## src/rtl/ccf_consts.svh

```systemverilog
`ifndef CCF_CONSTS_SVH
`define CCF_CONSTS_SVH

/*
 Offsets, field positions, reset values and counts of the CCD front end
 output and clamp control. Assumes inclusion by bare name.
*/

`define CCF_CODE_W        14
`define CCF_DAC_W         10
`define CCF_LATENCY       7
`define CCF_BLANK_EDGE    9
`define CCF_LINEAR_LIMIT  14'h0607
`define CCF_DAC_MAX_STEP  10'h020
`define CCF_DAC_RST       10'h200

`define CCF_OFS_CTRL      12'h000
`define CCF_OFS_TARGET    12'h004
`define CCF_OFS_STATUS    12'h008
`define CCF_OFS_DAC_A     12'h00c
`define CCF_OFS_DAC_B     12'h010

`define CCF_CTRL_LOOP_EN  0
`define CCF_CTRL_SHIFT_LO 4
`define CCF_CTRL_SHIFT_HI 7
`define CCF_CTRL_RST      32'h0000_0041
`define CCF_TARGET_RST    14'h0100

`define CCF_ST_STANDBY    0
`define CCF_ST_FILLED     1
`define CCF_ST_BLANK      2
`define CCF_ST_CLAMP      3
`define CCF_ST_IN_CLAMP   4

`endif

```

## src/rtl/ccf_pkg.sv

```systemverilog
/*
 Types shared by the front end control and its clamp loop.
 Assumes ccf_consts.svh is on the include path.
*/
`include "ccf_consts.svh"

package ccf_pkg;
   typedef logic [`CCF_CODE_W-1:0] ccf_code_t;
   typedef logic [`CCF_DAC_W-1:0]  ccf_dac_t;
   typedef enum logic [1:0] {
      CCF_PWR_RUN,
      CCF_PWR_SLEEP,
      CCF_PWR_FILL
   } ccf_pwr_t;
endpackage
```

## src/rtl/ccf_loop_if.sv

```systemverilog
/*
 Carrier between the front end control and one channel's clamp loop.
 Assumes both ends run on the same clock.
*/
`timescale 1ns/1ps

interface ccf_loop_if;
   import ccf_pkg::*;
   logic      step_en;
   logic      enable;
   ccf_code_t code;
   ccf_code_t target;
   logic [3:0] shift;
   ccf_dac_t  dac;
   logic      charge;
   logic      discharge;
   modport ctl  (output step_en, output enable, output code, output target,
                 output shift, input dac, input charge, input discharge);
   modport loop (input step_en, input enable, input code, input target,
                 input shift, output dac, output charge, output discharge);
endinterface

```

## src/rtl/ccf_clamp_loop.sv

```systemverilog
/*
 Black level clamp loop of one channel: compares the output code with the
 black target and steers a 10-bit current DAC code up or down.
 Assumes step_en is a one-cycle pulse per conversion edge with clamp open.
*/
`timescale 1ns/1ps

`include "ccf_consts.svh"

module ccf_clamp_loop
   import ccf_pkg::*;
(
   input  wire logic core_clk,
   input  wire logic reset,
   input  wire logic clk_en,
   ccf_loop_if.loop  lp
);
   import ccf_pkg::*;

   ccf_dac_t           dac_reg;
   ccf_dac_t           dac_next;
   logic               chg_reg;
   logic               chg_next;
   logic               dis_reg;
   logic               dis_next;
   logic signed [14:0] diff;
   logic [14:0]        mag;
   logic [14:0]        shifted;
   ccf_dac_t           step;
   logic [10:0]        sum;

   always_comb begin
      diff    = $signed({1'b0, lp.code}) - $signed({1'b0, lp.target});
      mag     = diff[14] ? 15'(-diff) : 15'(diff);
      shifted = mag >> lp.shift;
      if (lp.code > `CCF_LINEAR_LIMIT) begin
         step = `CCF_DAC_MAX_STEP;
      end else if (shifted >= 15'(`CCF_DAC_MAX_STEP)) begin
         step = `CCF_DAC_MAX_STEP;
      end else if (shifted == 15'h0000 && mag != 15'h0000) begin
         // Never stall short of the target on a small residue
         step = 10'h001;
      end else begin
         step = shifted[`CCF_DAC_W-1:0];
      end
      dac_next = dac_reg;
      chg_next = 1'b0;
      dis_next = 1'b0;
      sum      = 11'h000;
      if (lp.step_en && lp.enable) begin
         if (diff > 0) begin
            dis_next = 1'b1;
            dac_next = (dac_reg > step) ? dac_reg - step : 10'h000;
         end else if (diff < 0) begin
            chg_next = 1'b1;
            sum      = {1'b0, dac_reg} + {1'b0, step};
            dac_next = sum[10] ? 10'h3ff : sum[9:0];
         end
      end
   end

   always_ff @(posedge core_clk or posedge reset) begin
      if (reset) begin
         dac_reg <= `CCF_DAC_RST;
         chg_reg <= 1'b0;
         dis_reg <= 1'b0;
      end else if (clk_en) begin
         dac_reg <= dac_next;
         chg_reg <= chg_next;
         dis_reg <= dis_next;
      end
   end

   assign lp.dac       = dac_reg;
   assign lp.charge    = chg_reg;
   assign lp.discharge = dis_reg;
endmodule // ccf_clamp_loop

```

## src/rtl/ccf_frontend.sv

```systemverilog
/*
 Digital side of a two-channel CCD front end: strobe decode, seven-edge
 output pipeline, preblanking, standby, clamp loops and an APB slave.
 Assumes every pin is synchronous to core_clk, which runs well above the
 conversion clock so that each of its edges is seen.
*/
// How it works
// - Preblank zeroes output at ninth conversion edge
// - Sample appears seven conversion edges later
// - Output register advances on conversion edges
// - Full 14-bit code per channel, unaltered
// - Standby disables blocks, output zero
// - Standby masks strobes and clocks high
// - One standby input serves both channels
// - Loop closes only during black clamp
// - Code difference drives 10-bit DAC direction
// - Loop moves offset toward zero difference
// - One black clamp input drives both channels
// - Above 1543 DAC gives maximum step
// - Sampling timing derived from both strobes
// - Input clamp needs dummy clamp and reference
// - Channels share strobes, paths stay separate
`timescale 1ns/1ps

`include "ccf_consts.svh"

module ccf_frontend
   import ccf_pkg::*;
#(
   // Refill counter is three bits wide, so LAT may not exceed eight
   parameter int LAT = `CCF_LATENCY,
   parameter int BLK = `CCF_BLANK_EDGE
)
(
   input  wire logic              core_clk,
   input  wire logic              reset,
   input  wire logic              clk_en,
   input  wire logic              conversion_clock,
   input  wire logic              reference_sample_pulse_n,
   input  wire logic              data_sample_pulse_n,
   input  wire logic              optical_black_clamp_n,
   input  wire logic              dummy_pixel_clamp_n,
   input  wire logic              preblank_n,
   input  wire logic              standby_request,
   input  wire ccf_pkg::ccf_code_t adc_code_a,
   input  wire ccf_pkg::ccf_code_t adc_code_b,
   output logic                   powerdown,
   output logic                   reference_hold,
   output logic                   data_hold,
   output logic                   input_clamp_en,
   output ccf_pkg::ccf_code_t     pixel_code_out_a,
   output ccf_pkg::ccf_code_t     pixel_code_out_b,
   output ccf_pkg::ccf_dac_t      black_offset_dac_a,
   output ccf_pkg::ccf_dac_t      black_offset_dac_b,
   output logic                   black_offset_charge_a,
   output logic                   black_offset_charge_b,
   output logic                   black_offset_discharge_a,
   output logic                   black_offset_discharge_b,
   input  wire logic              psel,
   input  wire logic              penable,
   input  wire logic              pwrite,
   input  wire logic [11:0]       paddr,
   input  wire logic [31:0]       pwdata,
   input  wire logic [3:0]        pstrb,
   output logic [31:0]            prdata,
   output logic                   pready,
   output logic                   pslverr
);
   import ccf_pkg::*;

   localparam int NCH  = 2;

   // Masked views of the pins: standby holds them all high
   logic conv_m;
   logic ref_m;
   logic dat_m;
   logic obc_m;
   logic dmc_m;
   assign conv_m = conversion_clock | standby_request;
   assign ref_m  = reference_sample_pulse_n | standby_request;
   assign dat_m  = data_sample_pulse_n | standby_request;
   assign obc_m  = optical_black_clamp_n | standby_request;
   assign dmc_m  = dummy_pixel_clamp_n | standby_request;

   // Edge detection state
   logic conv_q_reg;
   logic conv_q_next;
   logic ref_q_reg;
   logic ref_q_next;
   logic dat_q_reg;
   logic dat_q_next;
   logic conv_edge;
   logic ref_trail;
   logic dat_trail;

   assign conv_edge = conv_m & ~conv_q_reg;
   assign ref_trail = ref_m & ~ref_q_reg;
   assign dat_trail = dat_m & ~dat_q_reg;

   always_comb begin
      conv_q_next = conv_m;
      ref_q_next  = ref_m;
      dat_q_next  = dat_m;
   end

   // Sampling and pipeline state
   ccf_code_t       samp_reg [NCH];
   ccf_code_t       samp_next[NCH];
   ccf_code_t       pipe_reg [NCH][LAT-1];
   ccf_code_t       pipe_next[NCH][LAT-1];
   ccf_code_t       out_reg  [NCH];
   ccf_code_t       out_next [NCH];
   logic [BLK-1:0]  blank_reg;
   logic [BLK-1:0]  blank_next;
   ccf_pwr_t        pwr_reg;
   ccf_pwr_t        pwr_next;
   logic [2:0]      fill_reg;
   logic [2:0]      fill_next;
   logic            rhold_reg;
   logic            rhold_next;
   logic            dhold_reg;
   logic            dhold_next;
   logic            iclamp_reg;
   logic            iclamp_next;
   ccf_code_t       raw [NCH];

   assign raw[0] = adc_code_a;
   assign raw[1] = adc_code_b;

   // Power state: one standby pin for both channels
   always_comb begin
      pwr_next  = pwr_reg;
      fill_next = fill_reg;
      case (pwr_reg)
         CCF_PWR_RUN: begin
            if (standby_request) begin
               pwr_next = CCF_PWR_SLEEP;
            end
         end
         CCF_PWR_SLEEP: begin
            fill_next = 3'h0;
            if (!standby_request) begin
               pwr_next = CCF_PWR_FILL;
            end
         end
         CCF_PWR_FILL: begin
            if (standby_request) begin
               pwr_next = CCF_PWR_SLEEP;
            end else if (conv_edge) begin
               if (fill_reg == 3'(LAT - 1)) begin
                  pwr_next = CCF_PWR_RUN;
               end
               fill_next = fill_reg + 3'h1;
            end
         end
         default: pwr_next = CCF_PWR_SLEEP;
      endcase
   end

   logic asleep;
   assign asleep = standby_request | (pwr_reg == CCF_PWR_SLEEP);

   // Datapath: strobe decode, pipeline, blanking
   always_comb begin
      rhold_next  = ref_trail;
      dhold_next  = dat_trail;
      iclamp_next = ~dmc_m & ~ref_m;
      blank_next  = blank_reg;
      for (int c = 0; c < NCH; c++) begin
         samp_next[c] = samp_reg[c];
         out_next[c]  = out_reg[c];
         for (int s = 0; s < LAT - 1; s++) begin
            pipe_next[c][s] = pipe_reg[c][s];
         end
         if (dat_trail) begin
            samp_next[c] = raw[c];
         end
      end
      if (asleep) begin
         blank_next = '0;
         for (int c = 0; c < NCH; c++) begin
            samp_next[c] = '0;
            out_next[c]  = '0;
            for (int s = 0; s < LAT - 1; s++) begin
               pipe_next[c][s] = '0;
            end
         end
      end else if (conv_edge) begin
         blank_next = {blank_reg[BLK-2:0], ~preblank_n};
         for (int c = 0; c < NCH; c++) begin
            pipe_next[c][0] = samp_reg[c];
            for (int s = 1; s < LAT - 1; s++) begin
               pipe_next[c][s] = pipe_reg[c][s-1];
            end
            if (blank_next[BLK-1] || pwr_reg == CCF_PWR_FILL) begin
               out_next[c] = '0;
            end else begin
               out_next[c] = pipe_reg[c][LAT-2];
            end
         end
      end
   end

   always_ff @(posedge core_clk or posedge reset) begin
      if (reset) begin
         conv_q_reg <= 1'b1;
         ref_q_reg  <= 1'b1;
         dat_q_reg  <= 1'b1;
         pwr_reg    <= CCF_PWR_SLEEP;
         fill_reg   <= 3'h0;
         rhold_reg  <= 1'b0;
         dhold_reg  <= 1'b0;
         iclamp_reg <= 1'b0;
         blank_reg  <= '0;
         for (int c = 0; c < NCH; c++) begin
            samp_reg[c] <= '0;
            out_reg[c]  <= '0;
            for (int s = 0; s < LAT - 1; s++) begin
               pipe_reg[c][s] <= '0;
            end
         end
      end else if (clk_en) begin
         conv_q_reg <= conv_q_next;
         ref_q_reg  <= ref_q_next;
         dat_q_reg  <= dat_q_next;
         pwr_reg    <= pwr_next;
         fill_reg   <= fill_next;
         rhold_reg  <= rhold_next;
         dhold_reg  <= dhold_next;
         iclamp_reg <= iclamp_next;
         blank_reg  <= blank_next;
         samp_reg   <= samp_next;
         out_reg    <= out_next;
         pipe_reg   <= pipe_next;
      end
   end

   // Register file
   logic [31:0] ctrl_reg;
   logic [31:0] ctrl_next;
   ccf_code_t   target_reg;
   ccf_code_t   target_next;
   logic [31:0] rdata_reg;
   logic [31:0] rdata_next;
   logic        err_reg;
   logic        err_next;
   ccf_dac_t    dac [NCH];
   logic        chg [NCH];
   logic        dis [NCH];

   // Clamp loops, one per channel
   for (genvar c = 0; c < NCH; c++) begin : g_loop
      ccf_loop_if lif ();
      assign lif.step_en = conv_edge & ~obc_m & ~asleep;
      assign lif.enable  = ctrl_reg[`CCF_CTRL_LOOP_EN];
      assign lif.code    = pipe_reg[c][LAT-2];
      assign lif.target  = target_reg;
      assign lif.shift   = ctrl_reg[`CCF_CTRL_SHIFT_HI:`CCF_CTRL_SHIFT_LO];
      assign dac[c]      = lif.dac;
      assign chg[c]      = lif.charge;
      assign dis[c]      = lif.discharge;
      ccf_clamp_loop u_loop (
         .core_clk (core_clk),
         .reset    (reset),
         .clk_en   (clk_en),
         .lp       (lif.loop)
      );
   end

   logic setup_ph;
   logic access_ph;
   assign setup_ph  = psel & ~penable;
   assign access_ph = psel & penable;

   // Read data is prepared in setup so that it comes from a flop
   always_comb begin
      ctrl_next   = ctrl_reg;
      target_next = target_reg;
      rdata_next  = rdata_reg;
      err_next    = err_reg;
      if (setup_ph) begin
         rdata_next = 32'h0000_0000;
         err_next   = 1'b0;
         if (paddr == `CCF_OFS_CTRL) begin
            rdata_next = ctrl_reg;
         end else if (paddr == `CCF_OFS_TARGET) begin
            rdata_next = {18'h00000, target_reg};
         end else if (paddr == `CCF_OFS_STATUS) begin
            rdata_next[`CCF_ST_STANDBY]  = asleep;
            rdata_next[`CCF_ST_FILLED]   = (pwr_reg == CCF_PWR_RUN);
            rdata_next[`CCF_ST_BLANK]    = blank_reg[BLK-1];
            rdata_next[`CCF_ST_CLAMP]    = ~obc_m;
            rdata_next[`CCF_ST_IN_CLAMP] = iclamp_reg;
            err_next = pwrite;
         end else if (paddr == `CCF_OFS_DAC_A) begin
            rdata_next = {22'h000000, dac[0]};
            err_next   = pwrite;
         end else if (paddr == `CCF_OFS_DAC_B) begin
            rdata_next = {22'h000000, dac[1]};
            err_next   = pwrite;
         end else begin
            err_next = 1'b1;
         end
      end
      if (access_ph && pwrite && !err_reg) begin
         if (paddr == `CCF_OFS_CTRL && pstrb[0]) begin
            ctrl_next = {24'h000000, pwdata[7:4], 3'h0, pwdata[0]};
         end else if (paddr == `CCF_OFS_TARGET) begin
            if (pstrb[0]) begin
               target_next[7:0] = pwdata[7:0];
            end
            if (pstrb[1]) begin
               target_next[13:8] = pwdata[13:8];
            end
         end
      end
   end

   always_ff @(posedge core_clk or posedge reset) begin
      if (reset) begin
         ctrl_reg   <= `CCF_CTRL_RST;
         target_reg <= `CCF_TARGET_RST;
         rdata_reg  <= 32'h0000_0000;
         err_reg    <= 1'b0;
      end else if (clk_en) begin
         ctrl_reg   <= ctrl_next;
         target_reg <= target_next;
         rdata_reg  <= rdata_next;
         err_reg    <= err_next;
      end
   end

   // A frozen block must not complete a transfer
   assign pready  = clk_en;
   assign prdata  = access_ph ? rdata_reg : 32'h0000_0000;
   assign pslverr = access_ph & err_reg;

   assign powerdown                = asleep;
   assign reference_hold           = rhold_reg;
   assign data_hold                = dhold_reg;
   assign input_clamp_en           = iclamp_reg;
   assign pixel_code_out_a         = out_reg[0];
   assign pixel_code_out_b         = out_reg[1];
   assign black_offset_dac_a       = dac[0];
   assign black_offset_dac_b       = dac[1];
   assign black_offset_charge_a    = chg[0];
   assign black_offset_charge_b    = chg[1];
   assign black_offset_discharge_a = dis[0];
   assign black_offset_discharge_b = dis[1];
endmodule // ccf_frontend

```

## config.mk

```make
export PLATFORM = sky130hd
export DESIGN_NAME = ccf_frontend
export DESIGN_NICKNAME = d
export VERILOG_FILES = /design/src/rtl/ccf_pkg.sv /design/src/rtl/ccf_loop_if.sv /design/src/rtl/ccf_clamp_loop.sv /design/src/rtl/ccf_frontend.sv
export VERILOG_INCLUDE_DIRS = /design/src /design/src/rtl
export SDC_FILE = /design/constraint.sdc
export NUM_CORES = 1
export LEC_CHECK = 0
export BUFFER_PORTS_ARGS = -buffer_cell sky130_fd_sc_hd__buf_2
export CAP_MARGIN = 30
export CORE_UTILIZATION = 55
export CTS_CLUSTER_DIAMETER = 50
export DETAILED_ROUTE_END_ITERATION = 8
export HOLD_SLACK_MARGIN = 0.06
export PLACE_DENSITY = 0.84
export SETUP_SLACK_MARGIN = 0.15
export SLEW_MARGIN = 20
export SYNTH_ARGS = -nofsm -noshare
export SYNTH_HDL_FRONTEND = slang
export SYNTH_SLANG_ARGS = --single-unit
```

## constraint.sdc

```tcl
create_clock -name core_clk -period 13 [get_ports core_clk]
set_input_delay 2.6 -clock core_clk [delete_from_list [all_inputs] [get_ports core_clk]]
set_output_delay 2.6 -clock core_clk [all_outputs]
set_load 0.01 [all_outputs]
```

==> run metrics, run 1 <==
Tot Pwr 2.16 mW; average footprint of a synthesized cell 8.34 um^2; Std-Cell Core Area 33,500 um^2; gate count after technology mapping 2,251; PD cells 103 nW/um^2; vias in the first global route ~16,000; RSZ-0062 raised after global routing no; Ant. Diodes 0; via count of the routed design approximately 17,000; number of standard cells in the layout, taps in and fillers out 2,808; max FFs per register 140; synthesized area between 15,000 and 20,000 um^2; via/cell ratio 5.97; max-slew violation count 0; Crit. End Element flip-flop; flop2flop setup slack 5.27 ns; cell types occupying the most area after synthesis dfrtp_1 (39%), nand2_1 (11%), o21ai_0 (7.7%); clock period minus final worst setup slack 7.73 ns; leading area contributor after synthesis dfrtp_1; Data arrival, critical path 8.20 ns; quantity of I/O buffers inserted on ports 140; GRT Max-Usage Layer met2; cell with the biggest individual delay on the critical path nor4_1; most used cell along the critical path a21oi_1; maximum number of pins on one net before global-route repair approximately 180; total overflow reported by the global router 0; logic depth of the worst register-to-register path 29; antenna violations before repair 0; area of the die 34,900 um^2; total CTS buffers 37; Clock Skews 0.0332 ns; flops & latches, synth 302; commonest cells after routing, fill and taps aside nand2_1 (532), dfrtp_1 (293), o21ai_0 (288); setup TNS after final layout 0 ns; number of violations of the max-capacitance limit 0; Post-synth EDFFs 0; wire length per cell after detailed routing between 15 and 20 um; total wire length after detailed routing 49,200 um; final-stage net count 2,503; top flip-flop cell by instance count after synthesis dfrtp_1; clock-pin slew reported for the worst setup and hold paths after clock tree synthesis 0.06 ns; GRT met3 Usage 0.0399; reg2reg start g_loop[0].lif.target[0]; number of failing hold endpoints at the final stage 0; Final Wtd Congestion 0.917; fraction of the core area covered by cells at the end of the flow 0.627; Worst Hold Margin 0.476 ns; hold bufs inserted after CTS 0; yosys warns 0; Rel. slew slack 0.357; maximum frequency from static timing analysis between 100 and 150 MHz; M1 GR Usage 0.369; final count of negative-setup-slack endpoints 0; number of antenna-violating nets in the routed design 0; CTS tree yes; most common cell after layout, fill and taps aside nand2_1; number of gates resized after cts 0; Residual DRC 0; maximum VDD drop 0.123 mV; Die Y-Extent between 150 and 200 um; start-to-end type of the worst setup path reg -> reg; ratio of final minimum period to clock period 0.595; CTS max path bufs 3; overall fraction of global-route tracks in use 0.279; Top Ports 179; beginning of the worst hold path pixel_code_out_b[10]; peak per-stage delay on the critical path 0.71 ns; number of setup buffers added after CTS 0; top-area cell type share of the netlist area 0.391; number of different library cells in the post-synthesis netlist 101; global-route wire length before repair 79,800 um; crit path launch type flip-flop; data required time of the critical path 13.47 ns; cell chosen for the clock root clkbuf_16; number of sinks on the clock net 302; slew at the pin closest to its max-slew limit 0.965 ns; H-tree depth 2; kind of path behind the tightest hold check reg -> reg; crit path max fanout 10; result of the run complete, no violations; count of cells along the worst hold path 2; share of flip-flops with an asynchronous set or reset after synthesis 1.00; met2 demand-to-capacity share in global routing 0.460; clock latency of the later-clocked register in the worst-skew pair 0.58 ns; Worst Hold End pixel_code_out_b[10]; Placed Instances 2,737; Leak 9.49 nW; register area share after synthesis 0.403; Crit. Startpoint g_loop[0].lif.target[0]; iteration-0 DRC count of the detailed router 1,315; starting density of the core 0.560; capturing point of the worst reg2reg path g_loop[0].u_loop.lp.dac[7]; layout cell share with drive strength beyond 1 0.131; number of placement rows 67; Die Width between 150 and 200 um; HPWL after detailed placement roughly 34,000 um; Detailed Routing Iterations Pass 1 5; Layout Area Growth over Synthesis 12.1%
[critical path: cells and delay by family, from the launching register on]
kind,cells,cell delay (ns)
DFF,1,0.48
AOI/OAI and AO/OA,17,3.83
buffers and inverters,1,0.19
and+or+nand+nor,6,1.76
xor gates and xnor gates,1,0.21
adders and majority gates,4,1.14
[how the worst max path moves through the flow]
stage,cells past startpoint,endpoint
6_report,29,g_loop[0].u_loop.lp.dac[7]
5_1_grt,28,g_loop[0].u_loop.lp.dac[7]
4_1_cts,29,g_loop[1].u_loop.lp.dac[3]
3_5_place_dp,29,g_loop[1].u_loop.lp.dac[5]
3_3_place_gp,29,g_loop[1].u_loop.lp.dac[3]
2_1_floorplan,1,blank_reg[0]
[kinds of logic after synthesis]
family | count (synthesis) | synth area share
AND/OR/NAND/NOR | 878 | 0.207
multiplexers | 41 | 0.0253
adder cells (fa/ha/maj) | 80 | 0.0557
XOR/XNOR | 32 | 0.0153
AO/OA/AOI/OAI | 705 | 0.246
flip-flops | 302 | 0.403
buffers and inverters | 211 | 0.0471
other | 2 | 0.000400
[power breakdown]
part / leakage (nW) / internal (mW) / switching [mW]
logic: 4.72 / 0.0368 / 0.117
clock network: 0.614 / 0.608 / 0.432
registers: 4.16 / 0.954 / 0.00871
[stage by stage]
| step | instance area, um^2 | setup slack, ns |
|---|---|---|
| 2_1_floorplan | 18900 | 2.07 |
| 3_3_place_gp | 19700 | 5.40 |
| 3_5_place_dp | 19700 | 5.28 |
| 4_1_cts | 20900 | 5.25 |
| 5_1_grt | 21000 | 4.59 |
| 6_report | 21000 | 5.27 |
[routing by layer]
metal | part of all wire | vias up
li1 | - | 8140
met1 | 0.43 | 7959
met2 | 0.48 | 548
met3 | 0.058 | 115
met4 | 0.038 | 0
met5 | 0 | -
[layout make-up]
type                            count  area (um^2)
Tap cell                          448          561
Clock inverter                     15          185
Timing Repair Buffer              164          950
Inverter                           59          229
Fill cell                        2843        12500
Multi-Input combinational cell   1770        10500
Clock buffer                       50         1060
Sequential cell                   302         7570
[synthesized netlist by cell type, types with 10 or more instances]
cell type and n:
ha_1 74, and2_1 15, or2_2 13, a21o_1 29, o21ai_0 289, nor4_1 11
o31ai_1 11, nand2b_1 13, clkbuf_1 112, nor3_1 33, o21a_1 12, a31oi_1 23
mux2_2 21, dfrtp_1 293, xor2_1 10, nand3_1 45, o21bai_1 19, mux2i_1 17
nand4_1 15, a21oi_1 90, or3_1 12, a211oi_1 19, nor2_1 108, buf_4 21
xnor2_1 21, and3_1 33, a22o_1 36, o22ai_1 14, nand2_1 532, inv_1 55
o211ai_1 27
Note: power is estimated with default switching activity, not from simulation.
==> run 2: changes to the inputs <==
--- a/config.mk
+++ b/config.mk
@@ -6,6 +6,7 @@
 export SDC_FILE = /design/constraint.sdc
 export NUM_CORES = 1
 export LEC_CHECK = 0
+export ABC_AREA = 1
 export BUFFER_PORTS_ARGS = -buffer_cell sky130_fd_sc_hd__buf_2
 export CAP_MARGIN = 30
 export CORE_UTILIZATION = 55
==> constraint.sdc (replaced) <==
create_clock -name core_clk -period 8 [get_ports core_clk]
set_input_delay 1.6 -clock core_clk [delete_from_list [all_inputs] [get_ports core_clk]]
set_output_delay 1.6 -clock core_clk [all_outputs]
set_load 0.01 [all_outputs]
==> run 2 against run 1 <==
Against the previous run: register-to-register slack got worse by 3.9 ns; largest power group is now sequential cells; maximum frequency rose by 17%; largest cell class unchanged; clock-buffer cell count is 1 lower; core utilization is 0.21 points lower; final area decreased by 3.1%; sequential power up 71%; critical endpoint is now g_loop[1].u_loop.lp.dac[6]; total power grew 70%.
==> run metrics, run 2 <==
result of the run complete, no violations; number of violations of the max-capacitance limit 0 (unchanged); Clock Skews 0.0279 ns (-0.00527 ns); number of setup buffers added after CTS 0 (unchanged); Final Wtd Congestion 0.943 (+2.9%); overall fraction of global-route tracks in use 0.277 (-0.00208); Metal-1 WL 19,300 um (-8.3%); slew at the pin closest to its max-slew limit 0.952 ns (-0.0128 ns); via/cell ratio 5.58 (-6.4%); Std-Cell Core Area 32,600 um^2 (-2.7%); quantity of I/O buffers inserted on ports 140 (unchanged); flops & latches, synth 302 (unchanged); Die Y-Extent 184 um (-1.4%); number of different library cells in the post-synthesis netlist 55 (-46%); number of placement rows 66 (-1.5%); peak per-stage delay on the critical path 0.55 ns (-0.16 ns); top cell family by delay on the critical path compound AO/OA/AOI/OAI gates; cell with the biggest individual delay on the critical path o31ai_1; maximum VDD drop 0.190 mV (+55%); logic depth of the worst register-to-register path 33 (+14%); crit path launch type flip-flop; count of cells along the worst hold path 2 (unchanged); leading area contributor after synthesis dfrtp_1; Top Ports 179 (unchanged); Rel. slew slack 0.365 (+0.00852); commonest cells in the synthesized netlist nand2_1 (463), inv_1 (407), dfrtp_1 (293), nand3_1 (222), nor2_1 (177); final count of negative-setup-slack endpoints 0 (unchanged); total CTS buffers 35 (-5.4%); Detailed Routing Iterations Pass 1 8 (+3); clock latency of the later-clocked register in the worst-skew pair 0.53 ns (-0.05 ns); top-area cell type share of the netlist area 0.402 (+0.0112); maximum number of pins on one net before global-route repair 188 (+5.6%); share of flip-flops with an asynchronous set or reset after synthesis 1.00 (unchanged); most common cell after layout, fill and taps aside nand2_1; worst-case setup slack after placement 1.61 ns (-3.66 ns); antenna violations before repair 0 (unchanged); Met2 Routed Length 22,900 um (-2.3%); hold bufs inserted after CTS 0 (unchanged); start-to-end type of the worst setup path reg -> reg; HPWL after detailed placement 33,900 um (-0.84%); CTS tree yes; data required time of the critical path 8.42 ns (-5.05 ns); number of failing hold endpoints at the final stage 0 (unchanged); PnR worst setup slack 1.39 ns (-3.88 ns); most frequent cell after synthesis nand2_1; Crit path depth 33 (+14%); Leak 10.5 nW (+10%); clock period minus final worst setup slack 6.61 ns (-1.12 ns); yosys warns 0 (unchanged); max-slew violation count 0 (unchanged); PD cells 179 nW/um^2 (+75%); ratio of final minimum period to clock period 0.826 (+0.231); crit path max fanout 22 (+12); CP Buf/Inv Count 4 (+3); fill cell total of the finished layout 2,758 (-3.0%); Die Width 184 um (-1.4%); total wire length after detailed routing 46,700 um (-5.0%); CTS max path bufs 3 (unchanged); Crit. End Element flip-flop; gate count after technology mapping 2,418 (+7.4%); Post-synth EDFFs 0 (unchanged); vias in the first global route 15,817 (+1.5%); max FFs per register 140 (unchanged); number of sinks on the clock net 302 (unchanged); final-stage net count 2,696 (+7.7%); number of gates resized after cts 0 (unchanged); synthesized area 18,200 um^2 (-2.8%); H-tree depth 2 (unchanged); average footprint of a synthesized cell 7.55 um^2 (-9.5%); area of the die 33,900 um^2 (-2.8%); starting density of the core 0.559 (about the same); most used cell along the critical path nand2_1; via count of the routed design 16,703 (-0.35%); Residual DRC 0 (unchanged); RSZ-0062 raised after global routing no; maximum frequency from static timing analysis 151 MHz (+17%); layout cell share with drive strength beyond 1 0.126 (-0.00542); iteration-0 DRC count of the detailed router 1,398 (+6.3%); Layout Area Growth over Synthesis 11.8%; total overflow reported by the global router 0 (unchanged); clock-pin slew reported for the worst setup and hold paths after clock tree synthesis 0.06 ns (about the same); Ant. Diodes 0 (unchanged); kind of path behind the tightest hold check reg -> reg; top flip-flop cell by instance count after synthesis dfrtp_1; global-route wire length before repair 75,900 um (-4.9%); Highest Signal Layer met4; commonest cells after routing, fill and taps aside nand2_1 (461), inv_1 (406), dfrtp_1 (293); register area share after synthesis 0.415 (+0.0116); amount of wire on met3 after detailed routing 2490 um (-13%); cell chosen for the clock root clkbuf_16; setup TNS after final layout 0 ns (unchanged); Data arrival, critical path 7.03 ns (-1.17 ns); wire length per cell after detailed routing 15.6 um (-11%); cell types occupying the most area after synthesis dfrtp_1 (40%), nand2_1 (9.5%), inv_1 (8.4%); number of antenna-violating nets in the routed design 0 (unchanged)
[run 2: kinds of logic after synthesis]
kind of cell / after synthesis / synth area share
adder cells (fa/ha/maj): 80 / 0.0573
AND/OR/NAND/NOR: 999 / 0.244
buffers and inverters: 538 / 0.118
XOR/XNOR: 21 / 0.0101
other: 2 / 0.000412
flip-flops: 302 / 0.415
multiplexers: 9 / 0.00555
AO/OA/AOI/OAI: 467 / 0.149
[run 2: final timing paths]
path,startpoint,to,slack [ns]
max in group asynchronous,reset,fill_reg[1],5.27
worst max register to register,g_loop[0].lif.target[8],g_loop[1].u_loop.lp.dac[6],1.39
worst min-delay path,ref_q_reg,ref_q_reg,0.47
worst max-delay path,g_loop[0].lif.target[8],g_loop[1].u_loop.lp.dac[6],1.39
min in group asynchronous,reset,pixel_code_out_a[2],1.31
worst min register to register,ref_q_reg,ref_q_reg,0.47
[run 2: report_power, final]
part	leakage (nW)	switching (mW)	internal (mW)
registers	4.08	0.0411	1.61
clock network	0.547	0.621	0.932
logic	5.83	0.323	0.133
total	10.5	0.985	2.67
[run 2: worst min-delay path, cell delays in order (launching register included)]
cell     delay, ns
dfstp_2       0.36
nand2_1       0.06
nand2_1       0.05
[run 2: area by class of cell]
| class | instances | area, um^2 | area share |
|---|---|---|---|
| inverter | 422 | 1590 | 0.0778 |
| multi-input combinational | 1610 | 8680 | 0.426 |
| timing repair buffer | 156 | 885 | 0.0434 |
| sequential | 302 | 7570 | 0.371 |
| clock inverter | 10 | 130 | 0.00638 |
| clock buffer | 49 | 988 | 0.0485 |
| tap | 442 | 553 | 0.0271 |
[run 2: metal layers]
layer  vias to the layer above  GRT usage
met3                       133     0.0397
met2                       580      0.475
met4                         0      0.126
li1                       8113          -
met5                         -          0
met1                      7877      0.348
[run 2: through the flow]
stage / instance area (um^2) / total power, mW / cells / hold WS [ns] / util
after global routing: 20400 / 3.81 / 2991 / 0.488 / 0.625
final: 20400 / 3.66 / 2991 / 0.471 / 0.625
after global placement: 19200 / 2.10 / 2925 / 0.454 / 0.588
after CTS: 20300 / 3.68 / 2988 / 0.476 / 0.624
after detailed placement: 19200 / 2.13 / 2929 / 0.466 / 0.589
after floorplan: 18400 / 1.98 / 2450 / 0.446 / -
